===== src/spp_consts.svh =====
// Purpose: offsets, field positions and reset values of the shared pin port
// Assumes: register indices are word indices, byte address is four times the index
// Notes:   definitions only
`ifndef SPP_CONSTS_SVH
`define SPP_CONSTS_SVH

// register indices
`define SPP_IDX_FIRST_PORT      8'h00
`define SPP_IDX_SECOND_PORT     8'h01
`define SPP_IDX_PULLUP_CTRL     8'h09
`define SPP_IDX_OPEN_DRAIN_CTRL 8'h0a
`define SPP_IDX_LCD_CTRL        8'h0b
`define SPP_IDX_PERIPH_CTRL     8'h0c

// pullup control fields
`define SPP_PU_LOW_BIT          0
`define SPP_PU_HIGH_BIT         1
`define SPP_PU_FIRST_HIGH_BIT   2
// open-drain control fields
`define SPP_OD_LOW_BIT          0
`define SPP_OD_HIGH_BIT         1
`define SPP_OD_FIRST_HIGH_BIT   2
// lcd control fields
`define SPP_LCD_LOW_BIT         0
`define SPP_LCD_HIGH_BIT        1
// peripheral control fields
`define SPP_PC_EVENT_BIT        0
`define SPP_PC_CONVERTER_POWER_ON_BIT         1
`define SPP_PC_CH_LSB           2
`define SPP_PC_CH_MSB           4
`define SPP_PC_CARRIER_PIN_ENABLE_BIT         5
`define SPP_PC_CARRIER_ACTIVE_BIT         6
`define SPP_PC_CARRIER_IDLE_POLARITY_BIT         7
`define SPP_PC_PULSE_WIDTH_INPUT_ENABLE_BIT         8

// reset values
`define SPP_RST_DIR             8'h00
`define SPP_RST_PULLUP          3'h0
`define SPP_RST_OPEN_DRAIN      3'h0
`define SPP_RST_LCD             2'h0
`define SPP_RST_PERIPH          9'h000
`define SPP_RST_FIRST_DIR       4'h0
`define SPP_RST_LCD_ACTIVE      2'h3

// analog channels owned by first-port bits 4 and 5
`define SPP_CH_BIT4             3'h0
`define SPP_CH_BIT5             3'h1

`endif


===== src/spp_pkg.sv =====
// Purpose: shared types of the shared pin port
// Assumes: nothing
// Notes:   constants live in spp_consts.svh
package spp_pkg;
   typedef logic [7:0]  spp_byte_t;
   typedef logic [31:0] spp_word_t;
   typedef logic [2:0]  spp_chan_t;
endpackage


===== src/spp_shared_pin_port.sv =====
// Purpose: pin-function logic for first-port bits 4..7 and the LCD-shared second port
// Assumes: APB slave with no wait state; pin levels synchronous to clock
// Notes:   data latches are not reset; option map select comes from elsewhere
//
// Register access over APB was chosen for this implementation.
`timescale 1ns/10ps
`include "spp_consts.svh"

// Functional notes
// - second-port direction bit selects input or output
// - read gives pin for inputs, latch for outputs
// - output latch drives general-purpose output pins
// - writes always land in latch only
// - reset clears second-port direction bits
// - reset leaves output latches untouched
// - lcd nibble mode overrides pins, reads zero
// - nibble pullups follow low/high select bits
// - reset clears all pullup select bits
// - separate open-drain bits per nibble, reset push-pull
// - open-drain drives low or floats; push-pull ignores pullup
// - bit4 analog on channel 0, reads zero
// - bit5 analog on channel 1, reads zero
// - bit4 pin feeds event counter when enabled
// - shared open-drain and pullup bits for bits 4..7
// - bit6 carrier enable gives idle polarity level
// - bit6 outputs carrier pulses when carrier on
// - bit6 stays plain input when direction zero
// - bit7 pin feeds pulse width counter when enabled
module spp_shared_pin_port (
   input  wire logic               clock,
   input  wire logic               nrst,
   input  wire logic               psel,
   input  wire logic               penable,
   input  wire logic               pwrite,
   input  wire logic [11:0]        paddr,
   input  wire spp_pkg::spp_word_t pwdata,
   input  wire logic [3:0]         pstrb,
   output logic                    pready,
   output spp_pkg::spp_word_t      prdata,
   output logic                    pslverr,
   input  wire logic               optionMapSel,
   input  wire logic               carrierPulse,
   input  wire logic [7:0]         secondPortIn,
   output logic [7:0]              secondPortOut,
   output logic [7:0]              secondPortOe,
   output logic [7:0]              secondPortPullup,
   output logic [1:0]              lcdNibbleActive,
   input  wire logic [3:0]         firstPortIn,
   output logic [3:0]              firstPortOut,
   output logic [3:0]              firstPortOe,
   output logic [3:0]              firstPortPullup,
   output logic                    analogInputZero,
   output logic                    analogInputOne,
   output logic                    eventInputPin,
   output logic                    pulseWidthInput
);
   import spp_pkg::*;

   spp_byte_t  secondLatch_q;
   spp_byte_t  secondDir_q;
   logic [3:0] firstLatch_q;
   logic [3:0] firstDir_q;
   logic [2:0] pullupCtrl_q;
   logic [2:0] openDrainCtrl_q;
   logic [1:0] lcdCtrl_q;
   logic [8:0] periphCtrl_q;
   logic       pready_q;
   spp_word_t  prdata_q;
   logic       pslverr_q;

   logic       setupPhase;
   logic       writeDone;
   logic [9:0] regIndex;
   logic       indexHit;
   spp_word_t  readMux;
   logic       secondLow;
   logic       secondHigh;
   logic       firstPullSel;
   logic       firstOdSel;
   logic       converter_power_on;
   spp_chan_t  adChan;
   logic       analog4;
   logic       analog5;
   logic       carrierLevel;
   spp_byte_t  secondRead;
   logic [3:0] firstRead;
   logic [3:0] firstDrive;
   logic [3:0] firstOe_d;
   logic [3:0] firstOut_d;
   logic [3:0] firstPull_d;
   spp_byte_t  secondOe_d;
   spp_byte_t  secondOut_d;
   spp_byte_t  secondPull_d;
   logic [3:0] analogHold;
   logic       wrFirstData;
   logic       wrFirstDir;
   logic       wrSecondData;
   logic       wrSecondDir;
   logic       wrPullup;
   logic       wrOpenDrain;
   logic       wrLcd;
   logic       wrPeriphLow;
   logic       wrPeriphHigh;

   assign setupPhase   = psel & ~penable;
   assign writeDone    = psel & penable & pready_q & pwrite;
   assign regIndex     = paddr[11:2];
   assign secondLow    = lcdCtrl_q[`SPP_LCD_LOW_BIT];
   assign secondHigh   = lcdCtrl_q[`SPP_LCD_HIGH_BIT];
   assign firstPullSel = pullupCtrl_q[`SPP_PU_FIRST_HIGH_BIT];
   assign firstOdSel   = openDrainCtrl_q[`SPP_OD_FIRST_HIGH_BIT];
   assign converter_power_on         = periphCtrl_q[`SPP_PC_CONVERTER_POWER_ON_BIT];
   assign adChan       = periphCtrl_q[`SPP_PC_CH_MSB:`SPP_PC_CH_LSB];
   // analog takeover only while the pin is an input
   assign analog4 = ~firstDir_q[0] & converter_power_on & (adChan == `SPP_CH_BIT4);
   assign analog5 = ~firstDir_q[1] & converter_power_on & (adChan == `SPP_CH_BIT5);

   // bit6 source: latch, idle polarity, or carrier pulse
   always_comb begin
      if (!periphCtrl_q[`SPP_PC_CARRIER_PIN_ENABLE_BIT]) begin
         carrierLevel = firstLatch_q[2];
      end else if (periphCtrl_q[`SPP_PC_CARRIER_ACTIVE_BIT]) begin
         carrierLevel = carrierPulse;
      end else begin
         carrierLevel = periphCtrl_q[`SPP_PC_CARRIER_IDLE_POLARITY_BIT];
      end
   end

   assign firstDrive = {firstLatch_q[3], carrierLevel, firstLatch_q[1:0]};

   assign analogHold = {2'b00, analog5, analog4};

   // first port bits 4..7 pin drive, pullups and read view
   for (genvar g = 0; g < 4; g++) begin : g_first
      always_comb begin
         if (!firstDir_q[g]) begin
            firstOe_d[g]   = 1'b0;
            firstOut_d[g]  = 1'b0;
            firstPull_d[g] = firstPullSel & ~analogHold[g];
            firstRead[g]   = analogHold[g] ? 1'b0 : firstPortIn[g];
         end else if (firstOdSel) begin
            firstOe_d[g]   = ~firstDrive[g];
            firstOut_d[g]  = 1'b0;
            firstPull_d[g] = firstPullSel;
            firstRead[g]   = firstLatch_q[g];
         end else begin
            firstOe_d[g]   = 1'b1;
            firstOut_d[g]  = firstDrive[g];
            firstPull_d[g] = 1'b0;
            firstRead[g]   = firstLatch_q[g];
         end
      end
   end

   // second port pin drive, pullups and read view
   for (genvar g = 0; g < 8; g++) begin : g_second
      logic portMode;
      logic odSel;
      logic puSel;
      assign portMode = (g < 4) ? secondLow : secondHigh;
      assign odSel    = (g < 4) ? openDrainCtrl_q[`SPP_OD_LOW_BIT] : openDrainCtrl_q[`SPP_OD_HIGH_BIT];
      assign puSel    = (g < 4) ? pullupCtrl_q[`SPP_PU_LOW_BIT] : pullupCtrl_q[`SPP_PU_HIGH_BIT];
      always_comb begin
         if (!portMode) begin
            secondOe_d[g]   = 1'b0;
            secondOut_d[g]  = 1'b0;
            secondPull_d[g] = puSel;
            secondRead[g]   = 1'b0;
         end else if (!secondDir_q[g]) begin
            secondOe_d[g]   = 1'b0;
            secondOut_d[g]  = 1'b0;
            secondPull_d[g] = puSel;
            secondRead[g]   = secondPortIn[g];
         end else if (odSel) begin
            secondOe_d[g]   = ~secondLatch_q[g];
            secondOut_d[g]  = 1'b0;
            secondPull_d[g] = puSel;
            secondRead[g]   = secondLatch_q[g];
         end else begin
            secondOe_d[g]   = 1'b1;
            secondOut_d[g]  = secondLatch_q[g];
            secondPull_d[g] = 1'b0;
            secondRead[g]   = secondLatch_q[g];
         end
      end
   end

   // register read decode; option map picks direction over data
   always_comb begin
      indexHit = 1'b1;
      readMux  = '0;
      case (regIndex)
         10'(`SPP_IDX_FIRST_PORT): begin
            readMux[7:4] = optionMapSel ? firstDir_q : firstRead;
         end
         10'(`SPP_IDX_SECOND_PORT): begin
            readMux[7:0] = optionMapSel ? secondDir_q : secondRead;
         end
         10'(`SPP_IDX_PULLUP_CTRL): begin
            readMux[2:0] = pullupCtrl_q;
         end
         10'(`SPP_IDX_OPEN_DRAIN_CTRL): begin
            readMux[2:0] = openDrainCtrl_q;
         end
         10'(`SPP_IDX_LCD_CTRL): begin
            readMux[1:0] = lcdCtrl_q;
         end
         10'(`SPP_IDX_PERIPH_CTRL): begin
            readMux[8:0] = periphCtrl_q;
         end
         default: begin
            indexHit = 1'b0;
         end
      endcase
   end

   // bus answer: no wait state, data and error taken at setup
   always_ff @(posedge clock) begin
      if (!nrst) begin
         pready_q <= 1'b0;
      end else begin
         pready_q <= setupPhase;
      end
   end

   always_ff @(posedge clock) begin
      if (!nrst) begin
         prdata_q <= '0;
      end else begin
         prdata_q <= (setupPhase && !pwrite) ? readMux : 32'h0000_0000;
      end
   end

   always_ff @(posedge clock) begin
      if (!nrst) begin
         pslverr_q <= 1'b0;
      end else begin
         pslverr_q <= setupPhase & ~indexHit;
      end
   end

   // write strobes: lane 0 carries every field except periph bit 8
   assign wrFirstData  = writeDone & pstrb[0] & ~optionMapSel & (regIndex == 10'(`SPP_IDX_FIRST_PORT));
   assign wrFirstDir   = writeDone & pstrb[0] & optionMapSel & (regIndex == 10'(`SPP_IDX_FIRST_PORT));
   assign wrSecondData = writeDone & pstrb[0] & ~optionMapSel & (regIndex == 10'(`SPP_IDX_SECOND_PORT));
   assign wrSecondDir  = writeDone & pstrb[0] & optionMapSel & (regIndex == 10'(`SPP_IDX_SECOND_PORT));
   assign wrPullup     = writeDone & pstrb[0] & (regIndex == 10'(`SPP_IDX_PULLUP_CTRL));
   assign wrOpenDrain  = writeDone & pstrb[0] & (regIndex == 10'(`SPP_IDX_OPEN_DRAIN_CTRL));
   assign wrLcd        = writeDone & pstrb[0] & (regIndex == 10'(`SPP_IDX_LCD_CTRL));
   assign wrPeriphLow  = writeDone & pstrb[0] & (regIndex == 10'(`SPP_IDX_PERIPH_CTRL));
   assign wrPeriphHigh = writeDone & pstrb[1] & (regIndex == 10'(`SPP_IDX_PERIPH_CTRL));

   // data latches carry no reset; writes land here whatever owns the pin
   always_ff @(posedge clock) begin
      if (wrSecondData) begin
         secondLatch_q <= pwdata[7:0];
      end
   end

   always_ff @(posedge clock) begin
      if (wrFirstData) begin
         firstLatch_q <= pwdata[7:4];
      end
   end

   // direction registers sit behind the option map select
   always_ff @(posedge clock) begin
      if (!nrst) begin
         secondDir_q <= `SPP_RST_DIR;
      end else if (wrSecondDir) begin
         secondDir_q <= pwdata[7:0];
      end
   end

   always_ff @(posedge clock) begin
      if (!nrst) begin
         firstDir_q <= `SPP_RST_FIRST_DIR;
      end else if (wrFirstDir) begin
         firstDir_q <= pwdata[7:4];
      end
   end

   // control registers
   always_ff @(posedge clock) begin
      if (!nrst) begin
         pullupCtrl_q <= `SPP_RST_PULLUP;
      end else if (wrPullup) begin
         pullupCtrl_q <= pwdata[2:0];
      end
   end

   always_ff @(posedge clock) begin
      if (!nrst) begin
         openDrainCtrl_q <= `SPP_RST_OPEN_DRAIN;
      end else if (wrOpenDrain) begin
         openDrainCtrl_q <= pwdata[2:0];
      end
   end

   always_ff @(posedge clock) begin
      if (!nrst) begin
         lcdCtrl_q <= `SPP_RST_LCD;
      end else if (wrLcd) begin
         lcdCtrl_q <= pwdata[1:0];
      end
   end

   always_ff @(posedge clock) begin
      if (!nrst) begin
         periphCtrl_q <= `SPP_RST_PERIPH;
      end else begin
         if (wrPeriphLow) begin
            periphCtrl_q[7:0] <= pwdata[7:0];
         end
         if (wrPeriphHigh) begin
            periphCtrl_q[8] <= pwdata[8];
         end
      end
   end

   // registered pin side: second port
   always_ff @(posedge clock) begin
      if (!nrst) begin
         secondPortOut    <= 8'h00;
         secondPortOe     <= 8'h00;
         secondPortPullup <= 8'h00;
      end else begin
         secondPortOut    <= secondOut_d;
         secondPortOe     <= secondOe_d;
         secondPortPullup <= secondPull_d;
      end
   end

   always_ff @(posedge clock) begin
      if (!nrst) begin
         lcdNibbleActive <= `SPP_RST_LCD_ACTIVE;
      end else begin
         lcdNibbleActive <= {~secondHigh, ~secondLow};
      end
   end

   // registered pin side: first port bits 4..7
   always_ff @(posedge clock) begin
      if (!nrst) begin
         firstPortOut    <= 4'h0;
         firstPortOe     <= 4'h0;
         firstPortPullup <= 4'h0;
      end else begin
         firstPortOut    <= firstOut_d;
         firstPortOe     <= firstOe_d;
         firstPortPullup <= firstPull_d;
      end
   end

   always_ff @(posedge clock) begin
      if (!nrst) begin
         analogInputZero <= 1'b0;
         analogInputOne  <= 1'b0;
      end else begin
         analogInputZero <= analog4;
         analogInputOne  <= analog5;
      end
   end

   // the pin level itself feeds the counters in either direction
   always_ff @(posedge clock) begin
      if (!nrst) begin
         eventInputPin   <= 1'b0;
         pulseWidthInput <= 1'b0;
      end else begin
         eventInputPin   <= periphCtrl_q[`SPP_PC_EVENT_BIT] & firstPortIn[0];
         pulseWidthInput <= periphCtrl_q[`SPP_PC_PULSE_WIDTH_INPUT_ENABLE_BIT] & firstPortIn[3];
      end
   end

   assign pready  = pready_q;
   assign prdata  = prdata_q;
   assign pslverr = pslverr_q;
endmodule


===== config.mk =====
export PLATFORM = sky130hd
export DESIGN_NAME = spp_shared_pin_port
export DESIGN_NICKNAME = d
export VERILOG_FILES = /design/src/spp_pkg.sv /design/src/spp_shared_pin_port.sv
export VERILOG_INCLUDE_DIRS = /design/src /design/src/src
export SDC_FILE = /design/constraint.sdc
export NUM_CORES = 1
export LEC_CHECK = 0
export BUFFER_PORTS_ARGS = -buffer_cell sky130_fd_sc_hd__buf_2
export CORE_UTILIZATION = 51
export CTS_BUF_LIST = sky130_fd_sc_hd__clkbuf_8
export DETAILED_ROUTE_END_ITERATION = 12
export GPL_TIMING_DRIVEN = 1
export PLACE_DENSITY = 0.82
export SYNTH_ARGS = -nofsm -noshare
export SYNTH_HDL_FRONTEND = slang
export SYNTH_SLANG_ARGS = --single-unit
export TNS_END_PERCENT = 5

===== constraint.sdc =====
create_clock -name clock -period 3 [get_ports clock]
set_input_delay 0.6 -clock clock [delete_from_list [all_inputs] [get_ports clock]]
set_output_delay 0.6 -clock clock [all_outputs]
set_load 0.05 [all_outputs]

---- After elaboration in Yosys (flattened, before gate mapping) ----
Index checks and enable logic that the tools add are counted.
Widths: inputs -> output; s select.
storage, ports and cells
  output and inout bits ................... 76
  logic and storage cells ................. 206
  memory bits (writable) .................. 0
  memories ................................ 0
  latch bits .............................. 0
  register bits after elaboration ......... 117
  memory bits (read-only) ................. 0
operators by class
  equal/unequal tests ..................... 6
  multipliers ............................. 0
  multiplexer cells ....................... 66
  div/mod/pow operators ................... 0
  add/sub/neg operators ................... 0
  reduce and logical (&&, ||, !) cells .... 31
  shift-type cells ........................ 0
  order comparisons ....................... 0
  bitwise operators ....................... 58
operators with widths
  kind                 number
  $mux 1               60
  $eq 10x4->1 const B  4
  $not 1->1            32
  $reduce_or 4->1      8
  $reduce_and 3->1     9
  $and 1x1->1          26
  $pmux 4 s3           1
  $reduce_or 3->1      4
  $eq 10x1->1 const B  1
  $logic_not 10->1     1
  $pmux 2 s5           1
  $reduce_and 2->1     5
  $mux 8               1
  $reduce_or 6->1      1
  $mux 4               1
  $pmux 1 s4           1
  $eq 3x1->1 const B   1
  $logic_not 3->1      1
  $pmux 1 s2           1
  $logic_and 1x1->1    1
  $logic_not 1->1      1

---- Longest topological paths before layout ----
  depth in word-level cells ............... 7
  depth in mapped cells ................... 7

---- Worst setup path before layout ----
Ideal clock, no wire load.
  kind .................................... input to register
  from .................................... input port paddr[7]
  to ...................................... register secondLatch_q[0] (enable)
  data arrival time ....................... 2146 ps
  path slack .............................. 471 ps
  buffers on the path ..................... 1
  library setup time ...................... 383 ps
  stages .................................. 5
  path through ............................ or4_1 -> buf_6 -> nor2_1 -> nand2_1 -> nor3_1
between the ends
  word-level cells in the longest chain between the ends .. 2
ends and longest elaborated chain
  element               RTL line                    text
  start, declared       spp_shared_pin_port.sv:35   input wire logic [11:0] paddr,
  $eq 10x1->1           spp_shared_pin_port.sv:245  assign wrSecondData = writeDone & pstrb[0] & ~optionMapSel & (regIndex == 10'(`SPP_IDX_SECOND_PORT));
  $and 1x1->1           spp_shared_pin_port.sv:245
  net wrSecondData      spp_shared_pin_port.sv:97   logic wrSecondData;
  end signal, assigned  spp_shared_pin_port.sv:256  secondLatch_q <= pwdata[7:0];
  end, declared         spp_shared_pin_port.sv:59   spp_byte_t secondLatch_q;
The timed path passes the listed nets, and every way through them passes these cells.
A chain may end at the register's enable or synchronous reset.

---- Worst setup path in the final report ----
  from .................................... input port paddr[7]
  to ...................................... register firstDir_q[1]
between the ends
  word-level cells in the longest chain between the ends .. 2
ends and longest elaborated chain
  element               RTL line                    text
  $logic_not 10->1      spp_shared_pin_port.sv:244  assign wrFirstDir = writeDone & pstrb[0] & optionMapSel & (regIndex == 10'(`SPP_IDX_FIRST_PORT));
  $and 1x1->1           spp_shared_pin_port.sv:244
  end signal, assigned  spp_shared_pin_port.sv:277  firstDir_q <= `SPP_RST_FIRST_DIR;
  end signal, assigned  spp_shared_pin_port.sv:279  firstDir_q <= pwdata[7:4];
  end, declared         spp_shared_pin_port.sv:62   logic [3:0] firstDir_q;
Every way passes these cells.

==> flow_summary.ini <==
[outcome]
status = finished clean

[logic_synthesis]
syn_avg_cell_area_um2 = 10.1
synth_common_cells = dfxtp_1, nand2_1, nor2b_1
ys_seq_area_share_pct = 51.4
synth_seq_cells = 94
async_flop_share_pct = 0
synthCells = 386
ys_top_cells_by_area = dfxtp_1, edfxtp_1, mux2i_1
synth_edf_count = 12
synth_ff_type = dfxtp_1
synthDominantCellAreaShare_pct = 42.1
synth.distinct_cells = 49
yosysTopAreaCell = dfxtp_1
yosysWarnings = 0
synthesis.area_mm2 = 0.00390
yosysMostFrequentCell = dfxtp_1

[floorplan]
start_util_pct = 53.2
fp.dieW_um = 89.4
die_y_um = 89.4
coreArea_mm2 = 0.00733
pin_count = 143
dieArea_mm2 = 0.00800
rows = 31

[worst_setup_path]
cp.required_ps = 3250
crit_chain = buf_2 -> or4_1 -> nor3_1 -> and3_1 -> mux2i_1 -> nor2b_1
worstPathArrival_ps = 2500
r2r_cells = 5
worst_path_max_delay_cell = or4_1
slowest_delay_ps = 730
startpoint_type = primary input
crit_type = in -> reg
path_max_fanout = 7
end_kind = flop

[final_layout]
multi_input_area_mm2 = 0.00168
antenna_cells = 0
drive_above_1_share_pct = 25.6
fillCellCount = 626
final_nets = 543
syn2layout_area_growth_pct = 16.1
regArea_mm2 = 0.00200

[sta]
final-hold-violation-count = 0
finClkSkew_ps = 5.89
finalSetupTns_ps = 0
fin_crit_sh_pct = 75.3
drv_slew = 0
setup_viol = 0
finalCriticalPeriod_ps = 2260
max_freq_ghz = 0.443
relSlewSlack_pct = 57.5
tightest_slew_ps = 629
rsz0062_at_grt = no

[global_routing]
grt-ovfl-total = 0
grt_pass1_wl_um = 12900
grt_antenna_before_repair = 0
grt_pass1_vias = 2625
track_usage_pct = 21.9
grt_max_degree = 46

[placement]
dp_hpwl_um = 6360
port_buffers = 92
gp_congestion = 0.883

[hold_path]
hold_path_class = in -> reg
hold_depth = 1

[route]
drt_iter0_drc = 208
drt-pass1-iter-count = 5
via_per_inst = 5.31
wl_um = 8650
ant_nets = 0
wl_per_cell_um = 14.9
drc = 0
vias = 3073

[clock_network]
hold_buffers = 0
clkTransAtPathRegs_ps = 80
ctsResizeCount = 0
max-clock-path-buffers = 2
cts.sinks = 94
insertion_delay_ps = 350
htree_levels = 3
postCtsSetupBuffers = 0
cts_tree = built
clock_tree.root_cell = clkbuf_8
cts_buffers = 9

[pwr]
combPwrFrac_pct = 6.8
vdd_drop_max_uv = 226
cellLeakagePower_nw = 1.91
switchingPower_mw = 0.524
p_total_mw = 2.32
switching_share_pct = 22.6
internal_power_mw = 1.79
seqPwrFrac_pct = 54.9
power.clock.fraction_pct = 38.3
p_per_area_mw_per_mm2 = 512

[run]
maxCapViolCount = 0
-- routing by layer --
metal | GRT usage, % | vias up | wire length [um]
met5 | 0 | - | 0
met4 | 8.51 | 0 | 123
met3 | 6.37 | 12 | 722
met2 | 33.9 | 171 | 4160
met1 | 29.1 | 1408 | 3650
li1 | - | 1482 | -
-- worst max-delay path: cells and delay by family --
kind,cells,cell delay (ps)
buf+inv,1,110
mux,1,280
simple gates,4,1510
-- layout by cell type, fill, tap and decap left out, types with 3 or more instances in the layout --
cell type,instances
mux2i_1,30
nand2_1,36
nor3_4,3
clkbuf_8,10
nand3_1,5
nand2b_1,7
a31oi_1,3
nor2_1,20
edfxtp_1,12
buf_2,92
a22o_1,5
inv_1,6
nor3_1,4
a21oi_1,21
nor2b_1,35
dfxtp_1,82
and3_1,16
a22oi_1,5
conb_1,23
buf_4,4
and2_1,6
o21ai_0,16
a211oi_1,3
-- area by class of cell --
cell class | instances | area share (%)
inverter | 4 | 0.332
sequential | 94 | 44.2
timing repair buffer | 96 | 10.8
multi-input combinational | 271 | 37.1
clock buffer | 10 | 3.04
clock inverter | 5 | 1.69
tap | 99 | 2.74
-- stage by stage --
stage | hold slack, ps | utilization [%] | instance area (um2) | worst slack (ps) | cells
6_report | 469 | 61.7 | 4530 | 742 | 579
5_1_grt | 442 | 61.7 | 4530 | 676 | 579
4_1_cts | 451 | 61.7 | 4530 | 756 | 579
3_5_place_dp | 475 | 58.8 | 4310 | 456 | 564
3_3_place_gp | 471 | 58.8 | 4310 | 487 | 564
2_1_floorplan | 435 | - | 3980 | 471 | 408
-- flip-flops by register name, summed over array words and instances (netlist names), 3 cells and up --
name              count
secondDir_q           8
prdata                9
firstPortOe           4
firstDir_q            4
secondLatch_q         8
secondPortOe          8
firstLatch_q          4
periphCtrl_q          9
secondPortOut         8
pullupCtrl_q          3
firstPortPullup       4
secondPortPullup      8
openDrainCtrl_q       3
firstPortOut          4
-- power groups by stage --
stage / Clock, mW / Combinational (mW) / Sequential [mW]
floorplan: 0 / 0.132 / 1.31
global placement: 0 / 0.155 / 1.30
detailed placement: 0 / 0.157 / 1.30
CTS: 0.907 / 0.157 / 1.27
global route: 0.963 / 0.169 / 1.27
finish: 0.887 / 0.158 / 1.27
-- path summary, 6_finish.rpt --
kind	from	to	slack, ps
max	paddr[7]	firstDir_q[1]$_SDFFE_PN0P_	740
min	pwdata[3]	secondLatch_q[3]$_DFFE_PP_	470
max reg2reg	pready$_SDFF_PN0_	periphCtrl_q[5]$_SDFFE_PN0P_	1270
min reg2reg	firstLatch_q[3]$_DFFE_PP_	firstPortOe[3]$_SDFF_PN0_	500
-- logic make-up (layout without fill, tap and decap cells) --
kind of cell	after synthesis	count (layout)	synth area share (%)
AND/OR/NAND/NOR	155	155	23.1
flip-flops	94	94	51.4
AO/OA/AOI/OAI	62	62	9.79
buffers and inverters	43	115	7.64
multiplexers	31	31	7.99
other	1	23	0.0962
(Power assumes the default switching activity.)
